$ cat config.mk
export PLATFORM = sky130hd
export DESIGN_NAME = bdmc_buck_dvs_mode_control
export DESIGN_NICKNAME = d
export VERILOG_FILES = /design/src/verilog/bdmc_pkg.sv /design/src/verilog/bdmc_buck_dvs_mode_control.sv
export SDC_FILE = /design/constraint.sdc
export NUM_CORES = 1
export LEC_CHECK = 0
export BUFFER_PORTS_ARGS = -buffer_cell sky130_fd_sc_hd__buf_2
export CORE_UTILIZATION = 38
export CTS_CLUSTER_DIAMETER = 30
export CTS_CLUSTER_SIZE = 25
export DETAILED_ROUTE_END_ITERATION = 6
export HOLD_SLACK_MARGIN = 0.05
export PLACE_DENSITY = 0.54
export SLEW_MARGIN = 20
export SYNTH_ARGS = -nofsm -noshare
export SYNTH_HDL_FRONTEND = slang
export SYNTH_SLANG_ARGS = --single-unit
export TNS_END_PERCENT = 20
$ cat constraint.sdc
create_clock -name i_clk -period 4.9 [get_ports i_clk]
set_clock_uncertainty 0.2 [all_clocks]
set_input_delay 0.49 -clock i_clk [delete_from_list [all_inputs] [get_ports i_clk]]
set_output_delay 0.49 -clock i_clk [all_outputs]
set_load 0.02 [all_outputs]
$ cat src/verilog/bdmc_pkg.sv
// Package for the buck scaling and mode control block.
// Assumes a 250 MHz core clock; all users reference names with bdmc_pkg:: scope.
package bdmc_pkg;
    localparam int CODE_W = 6;
    localparam int CLK_MHZ = 250;
    localparam int SLEW_FAST_NS = 2000;
    localparam int SLEW_SLOW_NS = 4000;
    localparam int SLEW_FAST_CYC = (SLEW_FAST_NS * CLK_MHZ) / 1000;
    localparam int SLEW_SLOW_CYC = (SLEW_SLOW_NS * CLK_MHZ) / 1000;
    localparam int DEBOUNCE_US = 8000;
    localparam int DEBOUNCE_CYC = DEBOUNCE_US * CLK_MHZ;
    localparam logic [5:0] CODE_RESET = 6'h00;

    typedef enum logic [1:0] {
        BDMC_PMIC_RUN,
        BDMC_PMIC_STANDBY,
        BDMC_PMIC_SLEEP
    } bdmc_pmic_state_t;

    typedef enum logic [1:0] {
        BDMC_MODE_OFF,
        BDMC_MODE_AUTO,
        BDMC_MODE_FPWM,
        BDMC_MODE_LOWBIAS
    } bdmc_mode_t;

    typedef struct packed {
        logic regulator_enable;
        logic standby_enable;
        logic sleep_mode_enable;
        logic low_bias_select;
        logic forced_pwm_select;
        logic forced_pwm_during_falling_ramp;
        logic slew_speed_bit;
    } bdmc_ctrl_t;

    typedef struct packed {
        logic regulator_on;
        logic discharge_on;
        logic forced_pwm;
        logic pulse_skip_allowed;
        logic low_bias;
        logic tracking_ref;
    } bdmc_stage_t;
endpackage

$ cat src/verilog/bdmc_buck_dvs_mode_control.sv
// Behaviour
// [RULE1] In run state the run voltage code is the target.
// [RULE2] Host writes of the run code are reached by ramping, never jumping.
// [RULE3] Slew bit 0 steps every 2.0 us, bit 1 every 4.0 us.
// [RULE4] With scaling enabled, standby ramps to the standby code.
// [RULE5] With scaling enabled, sleep ramps to the sleep code, up or down.
// [RULE6] Falling ramps force PWM when the bit is set and fuse is 0.
// [RULE7] Fuse selects tracking reference or fixed soft-start reference.
// [RULE8] Conduction mode is automatic unless forced by bits or state.
// [RULE9] All switching modes exist for either fuse value.
// [RULE10] Enable 0 turns the regulator off and applies discharge.
// [RULE11] Default enabled mode is automatic with light-load pulse skipping.
// [RULE12] Forced PWM keeps PWM at all loads, no pulse skipping.
// [RULE13] Low-bias mode only in standby or sleep with low-bias bit set.
// [RULE14] Run: forced PWM bit picks PWM, else automatic; low-bias ignored.
// [RULE15] Standby: off without standby enable, else PWM, low-bias or automatic.
// [RULE16] Sleep: off without sleep enable, else decoded as in standby.
// [RULE17] Each FET is cut for the rest of the cycle on its limit.
// [RULE18] Sense bits follow the live current-limit conditions.
// [RULE19] Status bit sets after the fault persists beyond 8.0 ms.
// [RULE20] At startup the fused code loads run, standby and sleep codes.
// [RULE21] Host never writes the codes when the fuse is 1.
// [RULE22] Reference moves one step per interval from the current code.
// [RULE23] Debounce restarts on clearing; status stays until software clears.
//
// Control core for one buck regulator: target selection, slewed reference,
// mode decode and current-limit reporting.
// Assumes the analogue stage and host bits; limit inputs are asynchronous.
`timescale 1ns/10ps
module bdmc_buck_dvs_mode_control #(
    parameter int DEBOUNCE_CYCLES = bdmc_pkg::DEBOUNCE_CYC
) (
    input wire logic i_clk,
    input wire logic i_rst_n,
    input wire logic i_startup_load,
    input wire logic [5:0] i_fused_voltage_code,
    input wire logic i_scaling_select_fuse,
    input wire logic i_code_write,
    input wire logic [1:0] i_code_write_sel,
    input wire logic [5:0] i_code_write_data,
    input wire bdmc_pkg::bdmc_ctrl_t i_ctrl,
    input wire bdmc_pkg::bdmc_pmic_state_t i_pmic_state,
    input wire logic i_high_side_limit,
    input wire logic i_low_side_limit,
    input wire logic i_cycle_start,
    input wire logic i_status_clear,
    output logic [5:0] o_run_voltage_code,
    output logic [5:0] o_standby_voltage_code,
    output logic [5:0] o_sleep_voltage_code,
    output logic [5:0] o_reference_code,
    output logic o_ramping,
    output bdmc_pkg::bdmc_mode_t o_mode,
    output bdmc_pkg::bdmc_stage_t o_stage,
    output logic o_high_side_gate_cut,
    output logic o_low_side_gate_cut,
    output logic o_high_side_sense,
    output logic o_low_side_sense,
    output logic o_limit_status
);
    initial
    begin
        if (DEBOUNCE_CYCLES < 2)
        begin
            $error("DEBOUNCE_CYCLES must be at least 2");
        end
        if (bdmc_pkg::SLEW_FAST_CYC < 2 || bdmc_pkg::SLEW_SLOW_CYC < bdmc_pkg::SLEW_FAST_CYC)
        begin
            $error("slew intervals must be at least 2 cycles and ordered");
        end
        if (bdmc_pkg::CODE_W != 6)
        begin
            $error("voltage code ports are six bits wide");
        end
    end

    localparam logic [1:0] SEL_RUN = 2'h0;
    localparam logic [1:0] SEL_STBY = 2'h1;
    localparam logic [1:0] SEL_SLEEP = 2'h2;
    localparam int SLEW_W = $clog2(bdmc_pkg::SLEW_SLOW_CYC + 1);
    localparam int DEB_W = $clog2(DEBOUNCE_CYCLES + 1);
    localparam logic [SLEW_W-1:0] SLEW_FAST = SLEW_W'(bdmc_pkg::SLEW_FAST_CYC - 1);
    localparam logic [SLEW_W-1:0] SLEW_SLOW = SLEW_W'(bdmc_pkg::SLEW_SLOW_CYC - 1);
    localparam logic [DEB_W-1:0] DEB_LIMIT = DEB_W'(DEBOUNCE_CYCLES);

    // Three-stage synchronisers; a change counts once stages two and three agree.
    logic [2:0] hs_sync;
    logic [2:0] ls_sync;
    logic hs_live;
    logic ls_live;

    function automatic logic settle(input logic [2:0] sync, input logic held);
        logic agree;
        agree = sync[1] == sync[2];
        return agree ? sync[2] : held;
    endfunction

    wire next_hs_live = settle(hs_sync, hs_live);
    wire next_ls_live = settle(ls_sync, ls_live);

    always_ff @(posedge i_clk)
    begin
        if (!i_rst_n)
        begin
            hs_sync <= 3'h0;
            ls_sync <= 3'h0;
            hs_live <= 1'b0;
            ls_live <= 1'b0;
        end
        else
        begin
            hs_sync <= {hs_sync[1:0], i_high_side_limit};
            ls_sync <= {ls_sync[1:0], i_low_side_limit};
            hs_live <= next_hs_live;
            ls_live <= next_ls_live;
        end
    end

    // Voltage code fields, loaded from the fuse image at startup.
    logic [5:0] run_code;
    logic [5:0] stby_code;
    logic [5:0] slp_code;
    // Writes are dropped while the fuse fixes the codes, protecting the fixed table.
    wire wr_ok = i_code_write && !i_scaling_select_fuse; // RULE21

    always_ff @(posedge i_clk)
    begin
        if (!i_rst_n)
        begin
            run_code <= bdmc_pkg::CODE_RESET;
            stby_code <= bdmc_pkg::CODE_RESET;
            slp_code <= bdmc_pkg::CODE_RESET;
        end
        else if (i_startup_load)
        begin
            run_code <= i_fused_voltage_code; // RULE20
            stby_code <= i_fused_voltage_code; // RULE20
            slp_code <= i_fused_voltage_code; // RULE20
        end
        else if (wr_ok)
        begin
            if (i_code_write_sel == SEL_RUN)
            begin
                run_code <= i_code_write_data;
            end
            if (i_code_write_sel == SEL_STBY)
            begin
                stby_code <= i_code_write_data;
            end
            if (i_code_write_sel == SEL_SLEEP)
            begin
                slp_code <= i_code_write_data;
            end
        end
    end

    // Target selection by PMIC state. Without scaling, the run code holds in
    // every state because no ramp is allowed to follow state events.
    function automatic logic [5:0] target_for(
        input bdmc_pkg::bdmc_pmic_state_t state,
        input logic scaling,
        input logic [5:0] run,
        input logic [5:0] stby,
        input logic [5:0] slp
    );
        logic [5:0] code;
        code = run; // RULE1
        if (scaling)
        begin
            unique case (state)
                bdmc_pkg::BDMC_PMIC_STANDBY:
                begin
                    code = stby; // RULE4
                end
                bdmc_pkg::BDMC_PMIC_SLEEP:
                begin
                    code = slp; // RULE5
                end
                default:
                begin
                    code = run;
                end
            endcase
        end
        return code;
    endfunction

    wire scaling_on = !i_scaling_select_fuse;
    wire [5:0] target_code = target_for(i_pmic_state, scaling_on, run_code, stby_code, slp_code);

    // Slew engine: one code step per interval, starting from wherever the
    // reference currently stands so a retarget never jumps.
    logic [5:0] ref_code;
    logic [SLEW_W-1:0] slew_cnt;
    wire at_target = ref_code == target_code;
    wire rising = target_code > ref_code;
    wire [SLEW_W-1:0] slew_reload = i_ctrl.slew_speed_bit ? SLEW_SLOW : SLEW_FAST; // RULE3
    wire slew_tick = slew_cnt == '0;
    wire [5:0] next_ref_code = at_target || !slew_tick ? ref_code :
        rising ? ref_code + 6'h01 : ref_code - 6'h01; // RULE22
    wire [SLEW_W-1:0] next_slew_cnt = at_target || slew_tick ? slew_reload :
        slew_cnt - SLEW_W'(1); // RULE2

    always_ff @(posedge i_clk)
    begin
        if (!i_rst_n)
        begin
            ref_code <= bdmc_pkg::CODE_RESET;
            slew_cnt <= SLEW_FAST;
        end
        else if (i_startup_load)
        begin
            ref_code <= i_fused_voltage_code;
            slew_cnt <= slew_reload;
        end
        else
        begin
            ref_code <= next_ref_code;
            slew_cnt <= next_slew_cnt;
        end
    end

    // Mode decode by PMIC state and control bits.
    // The fuse is not an input to this decode, so every mode exists for both values.
    // An unused state code turns the regulator off rather than guessing a mode.
    function automatic bdmc_pkg::bdmc_mode_t decode_mode(
        input bdmc_pkg::bdmc_ctrl_t ctrl,
        input bdmc_pkg::bdmc_pmic_state_t state
    );
        logic allowed;
        logic low;
        bdmc_pkg::bdmc_mode_t mode;
        allowed = 1'b0;
        low = 1'b0;
        unique case (state)
            bdmc_pkg::BDMC_PMIC_RUN:
            begin
                allowed = 1'b1;
            end
            bdmc_pkg::BDMC_PMIC_STANDBY:
            begin
                allowed = ctrl.standby_enable; // RULE15
                low = 1'b1;
            end
            bdmc_pkg::BDMC_PMIC_SLEEP:
            begin
                allowed = ctrl.sleep_mode_enable; // RULE16
                low = 1'b1;
            end
            default:
            begin
                allowed = 1'b0;
            end
        endcase
        if (!ctrl.regulator_enable || !allowed)
        begin
            mode = bdmc_pkg::BDMC_MODE_OFF; // RULE10 RULE9
        end
        else if (ctrl.forced_pwm_select)
        begin
            mode = bdmc_pkg::BDMC_MODE_FPWM; // RULE14 RULE8
        end
        else if (low && ctrl.low_bias_select)
        begin
            mode = bdmc_pkg::BDMC_MODE_LOWBIAS; // RULE13
        end
        else
        begin
            mode = bdmc_pkg::BDMC_MODE_AUTO; // RULE11
        end
        return mode;
    endfunction

    wire bdmc_pkg::bdmc_mode_t next_mode = decode_mode(i_ctrl, i_pmic_state);
    wire falling_ramp = !at_target && !rising;
    wire fpwm_ramp = falling_ramp && i_ctrl.forced_pwm_during_falling_ramp &&
        scaling_on; // RULE6
    wire is_on = next_mode != bdmc_pkg::BDMC_MODE_OFF;
    wire force_pwm = next_mode == bdmc_pkg::BDMC_MODE_FPWM || (is_on && fpwm_ramp); // RULE12
    wire bdmc_pkg::bdmc_stage_t next_stage = '{
        regulator_on: is_on,
        discharge_on: !is_on, // RULE10
        forced_pwm: force_pwm,
        pulse_skip_allowed: is_on && !force_pwm, // RULE11
        low_bias: next_mode == bdmc_pkg::BDMC_MODE_LOWBIAS && !force_pwm, // RULE13
        tracking_ref: scaling_on // RULE7
    };

    // Cycle-by-cycle limit: a hit cuts that FET until the next cycle begins.
    logic hs_cut;
    logic ls_cut;
    function automatic logic cut_hold(input logic live, input logic cut, input logic start);
        return live || (cut && !start);
    endfunction

    wire next_hs_cut = cut_hold(next_hs_live, hs_cut, i_cycle_start); // RULE17
    wire next_ls_cut = cut_hold(next_ls_live, ls_cut, i_cycle_start); // RULE17

    // Debounce: counts while either limit is live, restarts when both clear.
    logic [DEB_W-1:0] deb_cnt;
    logic status;
    wire any_live = hs_live || ls_live;
    wire deb_done = deb_cnt == DEB_LIMIT;
    wire [DEB_W-1:0] next_deb_cnt = !any_live ? '0 : // RULE23
        deb_done ? deb_cnt : deb_cnt + DEB_W'(1);
    // Setting wins over a same-cycle software clear.
    wire next_status = (any_live && deb_done) || (status && !i_status_clear); // RULE19 RULE23

    always_ff @(posedge i_clk)
    begin
        if (!i_rst_n)
        begin
            hs_cut <= 1'b0;
            ls_cut <= 1'b0;
            deb_cnt <= '0;
            status <= 1'b0;
        end
        else
        begin
            hs_cut <= next_hs_cut;
            ls_cut <= next_ls_cut;
            deb_cnt <= next_deb_cnt;
            status <= next_status;
        end
    end

    // Registered outputs.
    always_ff @(posedge i_clk)
    begin
        if (!i_rst_n)
        begin
            o_run_voltage_code <= bdmc_pkg::CODE_RESET;
            o_standby_voltage_code <= bdmc_pkg::CODE_RESET;
            o_sleep_voltage_code <= bdmc_pkg::CODE_RESET;
            o_reference_code <= bdmc_pkg::CODE_RESET;
            o_ramping <= 1'b0;
            o_mode <= bdmc_pkg::BDMC_MODE_OFF;
            o_stage <= '{discharge_on: 1'b1, default: 1'b0};
            o_high_side_gate_cut <= 1'b0;
            o_low_side_gate_cut <= 1'b0;
            o_high_side_sense <= 1'b0;
            o_low_side_sense <= 1'b0;
            o_limit_status <= 1'b0;
        end
        else
        begin
            o_run_voltage_code <= run_code;
            o_standby_voltage_code <= stby_code;
            o_sleep_voltage_code <= slp_code;
            o_reference_code <= ref_code;
            o_ramping <= !at_target;
            o_mode <= next_mode;
            o_stage <= next_stage;
            o_high_side_gate_cut <= next_hs_cut;
            o_low_side_gate_cut <= next_ls_cut;
            o_high_side_sense <= next_hs_live; // RULE18
            o_low_side_sense <= next_ls_live; // RULE18
            o_limit_status <= next_status;
        end
    end
endmodule

==> results of run 1 <==
-- critical path: cells and delay by family --
family          cells  cell delay [ns]
simple gates        3             0.58
buf+inv             3             0.35
compound gates      8             1.48
fa+ha+maj           3             0.90
-- final timing paths --
check | cells past startpoint | end | slack (ns) | from
worst max-delay path | 17 | ref_code[5] | 1.17 | i_pmic_state[0]
worst min-delay path | 2 | o_limit_status | 0.10 | i_status_clear
worst max register to register | 13 | ref_code[5] | 1.59 | slp_code[2]
worst min register to register | 1 | slew_cnt[0] | 0.22 | slew_cnt[0]
-- layout make-up --
| type | instances | area (sq um) |
|---|---|---|
| fill | 1031 | 5700 |
| multi-input combinational | 312 | 2040 |
| sequential | 99 | 1980 |
| timing repair buffer | 71 | 360 |
| tap | 136 | 170 |
| clock buffer | 13 | 149 |
| inverter | 23 | 86.3 |
| clock inverter | 3 | 21.3 |
-- kinds of logic (layout without fill, tap and decap cells) --
| family | Yosys count | in the layout |
|---|---|---|
| flip-flops | 99 | 99 |
| AND/OR/NAND/NOR | 175 | 175 |
| XOR/XNOR | 26 | 26 |
| buffers and inverters | 40 | 110 |
| adder cells (fa/ha/maj) | 18 | 18 |
| AO/OA/AOI/OAI | 70 | 70 |
| multiplexers | 23 | 23 |
-- stage by stage --
stage	cell area [sq um]	utilization, %
2_1_floorplan	4170	-
3_3_place_gp	4630	44.1
3_5_place_dp	4630	44.1
4_1_cts	4800	45.7
5_1_grt	4800	45.7
6_report	4800	45.7
-- metal layers --
metal | share of wire (%) | global-route usage [%] | vias up
met2 | 45 | 26.1 | 51
met4 | 0.93 | 5.58 | 0
li1 | - | - | 1676
met5 | 0 | 0 | -
met1 | 51 | 23.2 | 1545
met3 | 3.5 | 3.53 | 6
-- report_power, final --
part	total (W)	leakage, nW	internal, W	switching, W
logic	0.000222	1.18	0.0000928	0.000129
registers	0.000854	0.808	0.000835	0.0000188
clock network	0.000474	0.0840	0.000201	0.000273
total	0.00155	2.07	0.00113	0.000421
-- synthesized netlist by cell type, types with 3 or more instances --
cell type / number
a21o_1: 5
nor4_1: 5
nor4b_1: 3
xnor2_1: 15
clkbuf_1: 14
o21ai_0: 19
xor2_1: 11
nand2_1: 32
nor3_1: 9
a211oi_1: 3
inv_1: 23
mux2i_1: 20
dfxtp_1: 99
nand4_1: 4
o21ai_1: 3
and2_1: 26
nand3_1: 11
a21oi_1: 17
and3_1: 4
or3_1: 5
a22oi_1: 6
nor2_1: 58
and4_1: 3
ha_1: 17
-- sequential cells by signal (all words and copies together) (netlist names), 2 cells and up --
register,count
o_run_voltage_code,6
o_standby_voltage_code,6
run_code,6
o_mode,2
stby_code,6
slew_cnt,10
slp_code,6
ref_code,6
o_reference_code,6
hs_sync,3
o_stage,6
o_sleep_voltage_code,6
deb_cnt,21
ls_sync,3
-- layout by cell type (no fill, tap or decap), types with 2 or more instances in the layout --
| cell | synthesis | routed |
|---|---|---|
| a21oi_1 | 17 | 17 |
| o21ai_0 | 19 | 18 |
| buf_2 | 2 | 69 |
| nand3b_1 | 2 | 2 |
| a21o_1 | 5 | 5 |
| or3_1 | 5 | 5 |
| nand2b_1 | 2 | 2 |
| o21a_1 | 2 | 2 |
| nand3_1 | 11 | 11 |
| a211oi_1 | 3 | 3 |
| mux2i_1 | 20 | 20 |
| a22oi_1 | 6 | 6 |
| o21ai_1 | 3 | 3 |
| o211ai_1 | 2 | 2 |
| nor3_1 | 9 | 9 |
| a31oi_1 | 2 | 2 |
| and3_1 | 4 | 4 |
| mux2_2 | 2 | 2 |
| and2_1 | 26 | 26 |
| xor2_1 | 11 | 11 |
| clkbuf_1 | 14 | 3 |
| nor2_1 | 58 | 58 |
| dfxtp_1 | 99 | 99 |
| nand4_1 | 4 | 4 |
| inv_1 | 23 | 23 |
| clkbuf_8 | 0 | 10 |
| xnor2_1 | 15 | 15 |
| o41ai_1 | 2 | 2 |
| nand2_1 | 32 | 32 |
| and4_1 | 3 | 3 |
| ha_1 | 17 | 17 |
| buf_4 | 0 | 2 |
| nor4b_1 | 3 | 3 |
| nor4_1 | 5 | 5 |
| or4_1 | 2 | 2 |
==> metrics.cfg, run 1 <==
[synthesis]
yosysUniqueCellTypes = 54
synth_xor_area_share_pct = 5.46
synth_top_family_by_area = simple AND/OR/NAND/NOR gates
synth_area_per_cell_sq_um = 9.25
yosys-top-cells-area = dfxtp_1 47%, nor2_1 5.2%, ha_1 5.1%
synth-compound-area-share_pct = 10.5
synth_fa_ha_area_share_pct = 5.58
synth.area.mux_share_pct = 5.70
syn_inst = 451
synth-edff-count = 0
yosysTopAreaCell = dfxtp_1
synth_top_area_share_pct = 47.5
yosys_warnings = 0
synthFlopType = dfxtp_1
seq_area_frac_synth_pct = 47.5
synthSimpleGateAreaFrac_pct = 21.4
synth_area_sq_um = 4170
synth-seq-cells = 99
async_flop_share_pct = 0
syn_nets = 501

[detailed_routing]
drtPass1Iterations = 4
drt-vias-per-instance = 4.99
num_vias = 3278
route.detailed.drc = 0
initialDrtViolationCount = 101
drtAntennaViolNets = 0
drt_wl_total_microns = 9280
wl_per_cell_microns = 14.1

[floorplan]
start_util_pct = 39.7
io_pins = 70
die_y_microns = 107
die_w_microns = 107
die_area_sq_um = 11400
coreArea_sq_um = 10500
fp-row-count = 37

[critical_path]
worst-path-max-fanout = 12
critPathLaunchType = input pin
crit_path_end_kind = register
critPathMostFrequentCell = ha_1
crit_required_ns = 4.97
worst_path_largest_cell_delay_ns = 0.36
worst_path_max_delay_cell = a2111oi_1
path_class = in -> reg
worstPathCellList = buf_2 > inv_1 > ha_1 > nand2_1 > nand2_1 > o21ai_0 > ha_1 > and4_1 > o21a_1 > o31ai_1 > buf_4 > ha_1 > a211oi_1 > o21ai_0 > a2111oi_1 > o41ai_1 > o221ai_1
arrival_ns = 3.80

[sta]
hold_violations = 0
setup-violations-final = 0
finalCriticalPeriod_ns = 3.73
report.final.slew_viol_count = 0
max_freq_ghz = 0.268
rsz0062_at_grt = false
holdWs_ns = 0.100
setup_tns_ns = 0
finalCritPeriodShare_pct = 76.2
maxSlewHeadroom_pct = 37.3
worst_pin_slew_ns = 0.929
setup_slack_ns = 1.17

[placement]
pre_cts_slack_ns = 0.829
io_buffers = 69
hpwl_microns = 6760
place_inst = 641
place_congestion = 0.811

[global_routing]
grt_max_degree = 37
antenna_found_initial = 0
grt_pass1_wl_microns = 15100
grt_usage_pct = 16.8
gr-total-overflow = 0
grt_pass1_vias = 3106

[clock_network]
clk_pin_slew_ns = 0.09
cts_setup_buffers = 0
clock-root-buffer = clkbuf_8
cts_buffers = 9
cts_resized = 0
clockBufferDepth = 2
numClockSinks = 99
cts_max_level = 3
ctsHoldBuffers = 0
cts_tree = done
clk_latency_ns = 0.35

[power]
p_per_area_nw_per_um2 = 323
peakVddDrop_v = 0.000128
p_leak_nw = 2.07
finalPower_w = 0.00155

[final_layout]
instances_no_fill = 657
drive_above_1_share_pct = 17.9
antenna_cells = 0
area_growth_pct = 15.1
fin_nets = 566

[run]
max-cap-violations = 0

[run_status]
status = finished, final reports clean

[min_path]
hp-class = in -> reg

Power figures use the tool's default switching activity.
==> inputs of run 2 (changes only) <==
==> constraint.sdc (replaced) <==
create_clock -name i_clk -period 3.69 [get_ports i_clk]
set_clock_uncertainty 0.2 [all_clocks]
set_input_delay 0.369 -clock i_clk [delete_from_list [all_inputs] [get_ports i_clk]]
set_output_delay 0.369 -clock i_clk [all_outputs]
set_load 0.02 [all_outputs]
==> run 2 against run 1 <==
  * Utilization up 2.0 points
  * Clock power up 43%
  * Cell count is 2.9% higher
  * Register-to-register slack got worse by 1.1 ns
  * Design area rose by 4.3%
  * First-iteration DRC count up 26%
  * Combinational power up 57%
==> metrics.cfg, run 2 (synthesized netlist as in run 1, its figures left out) <==
[final_layout]
reg.largest.list = deb_cnt x21, slew_cnt x10  ; unchanged
final_cell_mix = 99 x dfxtp_1, 69 x buf_2, 58 x nor2_1  ; unchanged
top_register = deb_cnt  ; unchanged
fin_nets = 587  ; was 566
fill_cells = 1033  ; was 1,031
fin_util_pct = 47.7  ; was 45.7%
largest_reg_flops = 21  ; unchanged
instances_no_fill = 676  ; was 657
multi_input_area_sq_um = 2060  ; was 2040 sq um
antenna_cells = 0  ; unchanged
ff_latch_area_sq_um = 1980  ; unchanged
drive_above_1_share_pct = 20.4  ; was 17.9%
area_growth_pct = 20.1  ; was 15.1%
layout_commonest_cell = dfxtp_1  ; unchanged

[sta]
max_freq_ghz = 0.297
report.final.slew_viol_count = 0  ; unchanged
rsz0062_at_grt = false  ; unchanged
holdWs_ns = 0.108  ; was 0.100 ns
setup-violations-final = 0  ; unchanged
finalCriticalPeriod_ns = 3.37
worst_pin_slew_ns = 0.936  ; was 0.929 ns
hold_violations = 0  ; unchanged
maxSlewHeadroom_pct = 37.6  ; was 37.3%
finalCritPeriodShare_pct = 91.2
setup_slack_ns = 0.324  ; was 1.17 ns

[detailed_routing]
num_vias = 3316  ; was 3,278
drt-vias-per-instance = 4.91  ; was 4.99
initialDrtViolationCount = 127  ; was 101
route.detailed.drc = 0  ; unchanged
wl_per_cell_microns = 13.6  ; was 14.1 microns
drt_wl_total_microns = 9220  ; was 9280 microns
drtPass1Iterations = 6  ; was 4
drtAntennaViolNets = 0  ; unchanged

[critical_path]
worst-path-max-fanout = 7  ; was 12
critPathLaunchType = input pin  ; unchanged
crit_required_ns = 3.78  ; was 4.97 ns
critical_path.reg2reg.endpoint = ref_code[5]  ; unchanged
path_class = in -> reg  ; unchanged
r2r_start = slp_code[3]  ; was slp_code[2]
crit_path_end_kind = register  ; unchanged
arrival_ns = 3.46  ; was 3.80 ns
ff2ff_path_depth = 12  ; was 13
rrSetupSlack_ns = 0.51  ; was 1.59 ns

[floorplan]
die_area_sq_um = 11400  ; unchanged
start_util_pct = 39.7  ; unchanged
io_pins = 70  ; unchanged
fp-row-count = 37  ; unchanged
die_w_microns = 107  ; unchanged
die_y_microns = 107  ; unchanged
coreArea_sq_um = 10500  ; unchanged

[global_routing]
grt_pass1_wl_microns = 15000  ; was 15,100 microns
grt_max_degree = 36  ; was 37
grt_usage_pct = 17.0  ; was 16.8%
grt_pass1_vias = 3108  ; was 3,106
antenna_found_initial = 0  ; unchanged
gr-total-overflow = 0  ; unchanged

[power]
p_leak_nw = 2.17  ; was 2.07 nW
peakVddDrop_v = 0.000189  ; was 0.000128 V
p_per_area_nw_per_um2 = 431  ; was 323 nW/um^2
finalPower_w = 0.00216  ; was 0.00155 W

[clock_network]
cts_max_level = 3  ; unchanged
cts_buffers = 9  ; unchanged
numClockSinks = 99  ; unchanged
clk_latency_ns = 0.37  ; was 0.35 ns
clock-root-buffer = clkbuf_8  ; unchanged
clk_pin_slew_ns = 0.09  ; about the same
clockBufferDepth = 2  ; unchanged
cts_tree = done  ; unchanged

[placement]
hpwl_microns = 6730  ; was 6760 microns
io_buffers = 69  ; unchanged
pre_cts_slack_ns = -0.145  ; was 0.829 ns
place_inst = 656  ; was 641
place_congestion = 0.826  ; was 0.811

[min_path]
hold-path-cell-count = 3  ; was 2
hp-start = i_ctrl[0]  ; was i_status_clear
hp-class = in -> reg  ; unchanged
holdPathEnd = slew_cnt[4]  ; was o_limit_status

[run_status]
status = finished, final reports clean  ; unchanged

[run]
max-cap-violations = 0  ; unchanged

run 2: layout make-up:
cell class | instances | area share (%)
multi-input cells | 312 | 41.0
flip-flops and latches | 99 | 39.6
repair buffers | 92 | 10.6
well taps | 136 | 3.40
clock buffers | 12 | 2.90
inverters | 23 | 1.72
clock inverters | 2 | 0.749
run 2: worst max-delay path, stage by stage:
cell	delay [ns]
buf_2	0.11
buf_4	0.13
ha_1	0.28
a22oi_1	0.18
o21ai_0	0.11
ha_1	0.32
a211oi_1	0.26
nor2_1	0.12
o31ai_4	0.31
ha_1	0.31
a211oi_2	0.24
o21ai_0	0.15
a2111oi_1	0.36
o41ai_1	0.14
o221ai_1	0.08
run 2: what timing repair did:
item                                    CTS  global route
endpoints found under the setup margin    0             1
hold buffers                              6             0
gates resized for setup                   0             2
endpoints found under the hold margin     8             0
setup buffers                             0             0
run 2: worst max-delay path by stage:
stage                       end            start  cells after the start  slack, ns
global route        ref_code[5]  i_pmic_state[0]                     15       0.02
detailed placement  ref_code[5]  i_pmic_state[1]                     16      -0.14
global placement    ref_code[5]  i_pmic_state[0]                     15      -0.06
floorplan           ref_code[5]  i_pmic_state[0]                     15       0.07
finish              ref_code[5]  i_pmic_state[0]                     15       0.32
CTS                 ref_code[5]  i_pmic_state[1]                     16       0.24
run 2: power by group:
| part | total, W | switching (W) | internal, W |
|---|---|---|---|
| combinational | 0.000348 | 0.000182 | 0.000166 |
| clock | 0.000679 | 0.000353 | 0.000325 |
| sequential | 0.00113 | 0.0000247 | 0.00111 |
run 2: routing by layer:
layer	part of all wire, %	global-route usage [%]	routed length [microns]	vias to the layer above
met5	0	0	0	-
li1	-	-	-	1710
met3	3.7	3.40	341	16
met1	50	22.6	4630	1533
met2	44	26.2	4080	57
met4	1.9	8.61	172	0
run 2: stage by stage:
step / setup TNS (ns) / instance area (sq um)
global placement: -0.0605 / 4760
finish: 0 / 5010
detailed placement: -0.145 / 4760
floorplan: 0 / 4190
global route: 0 / 5010
CTS: 0 / 5000
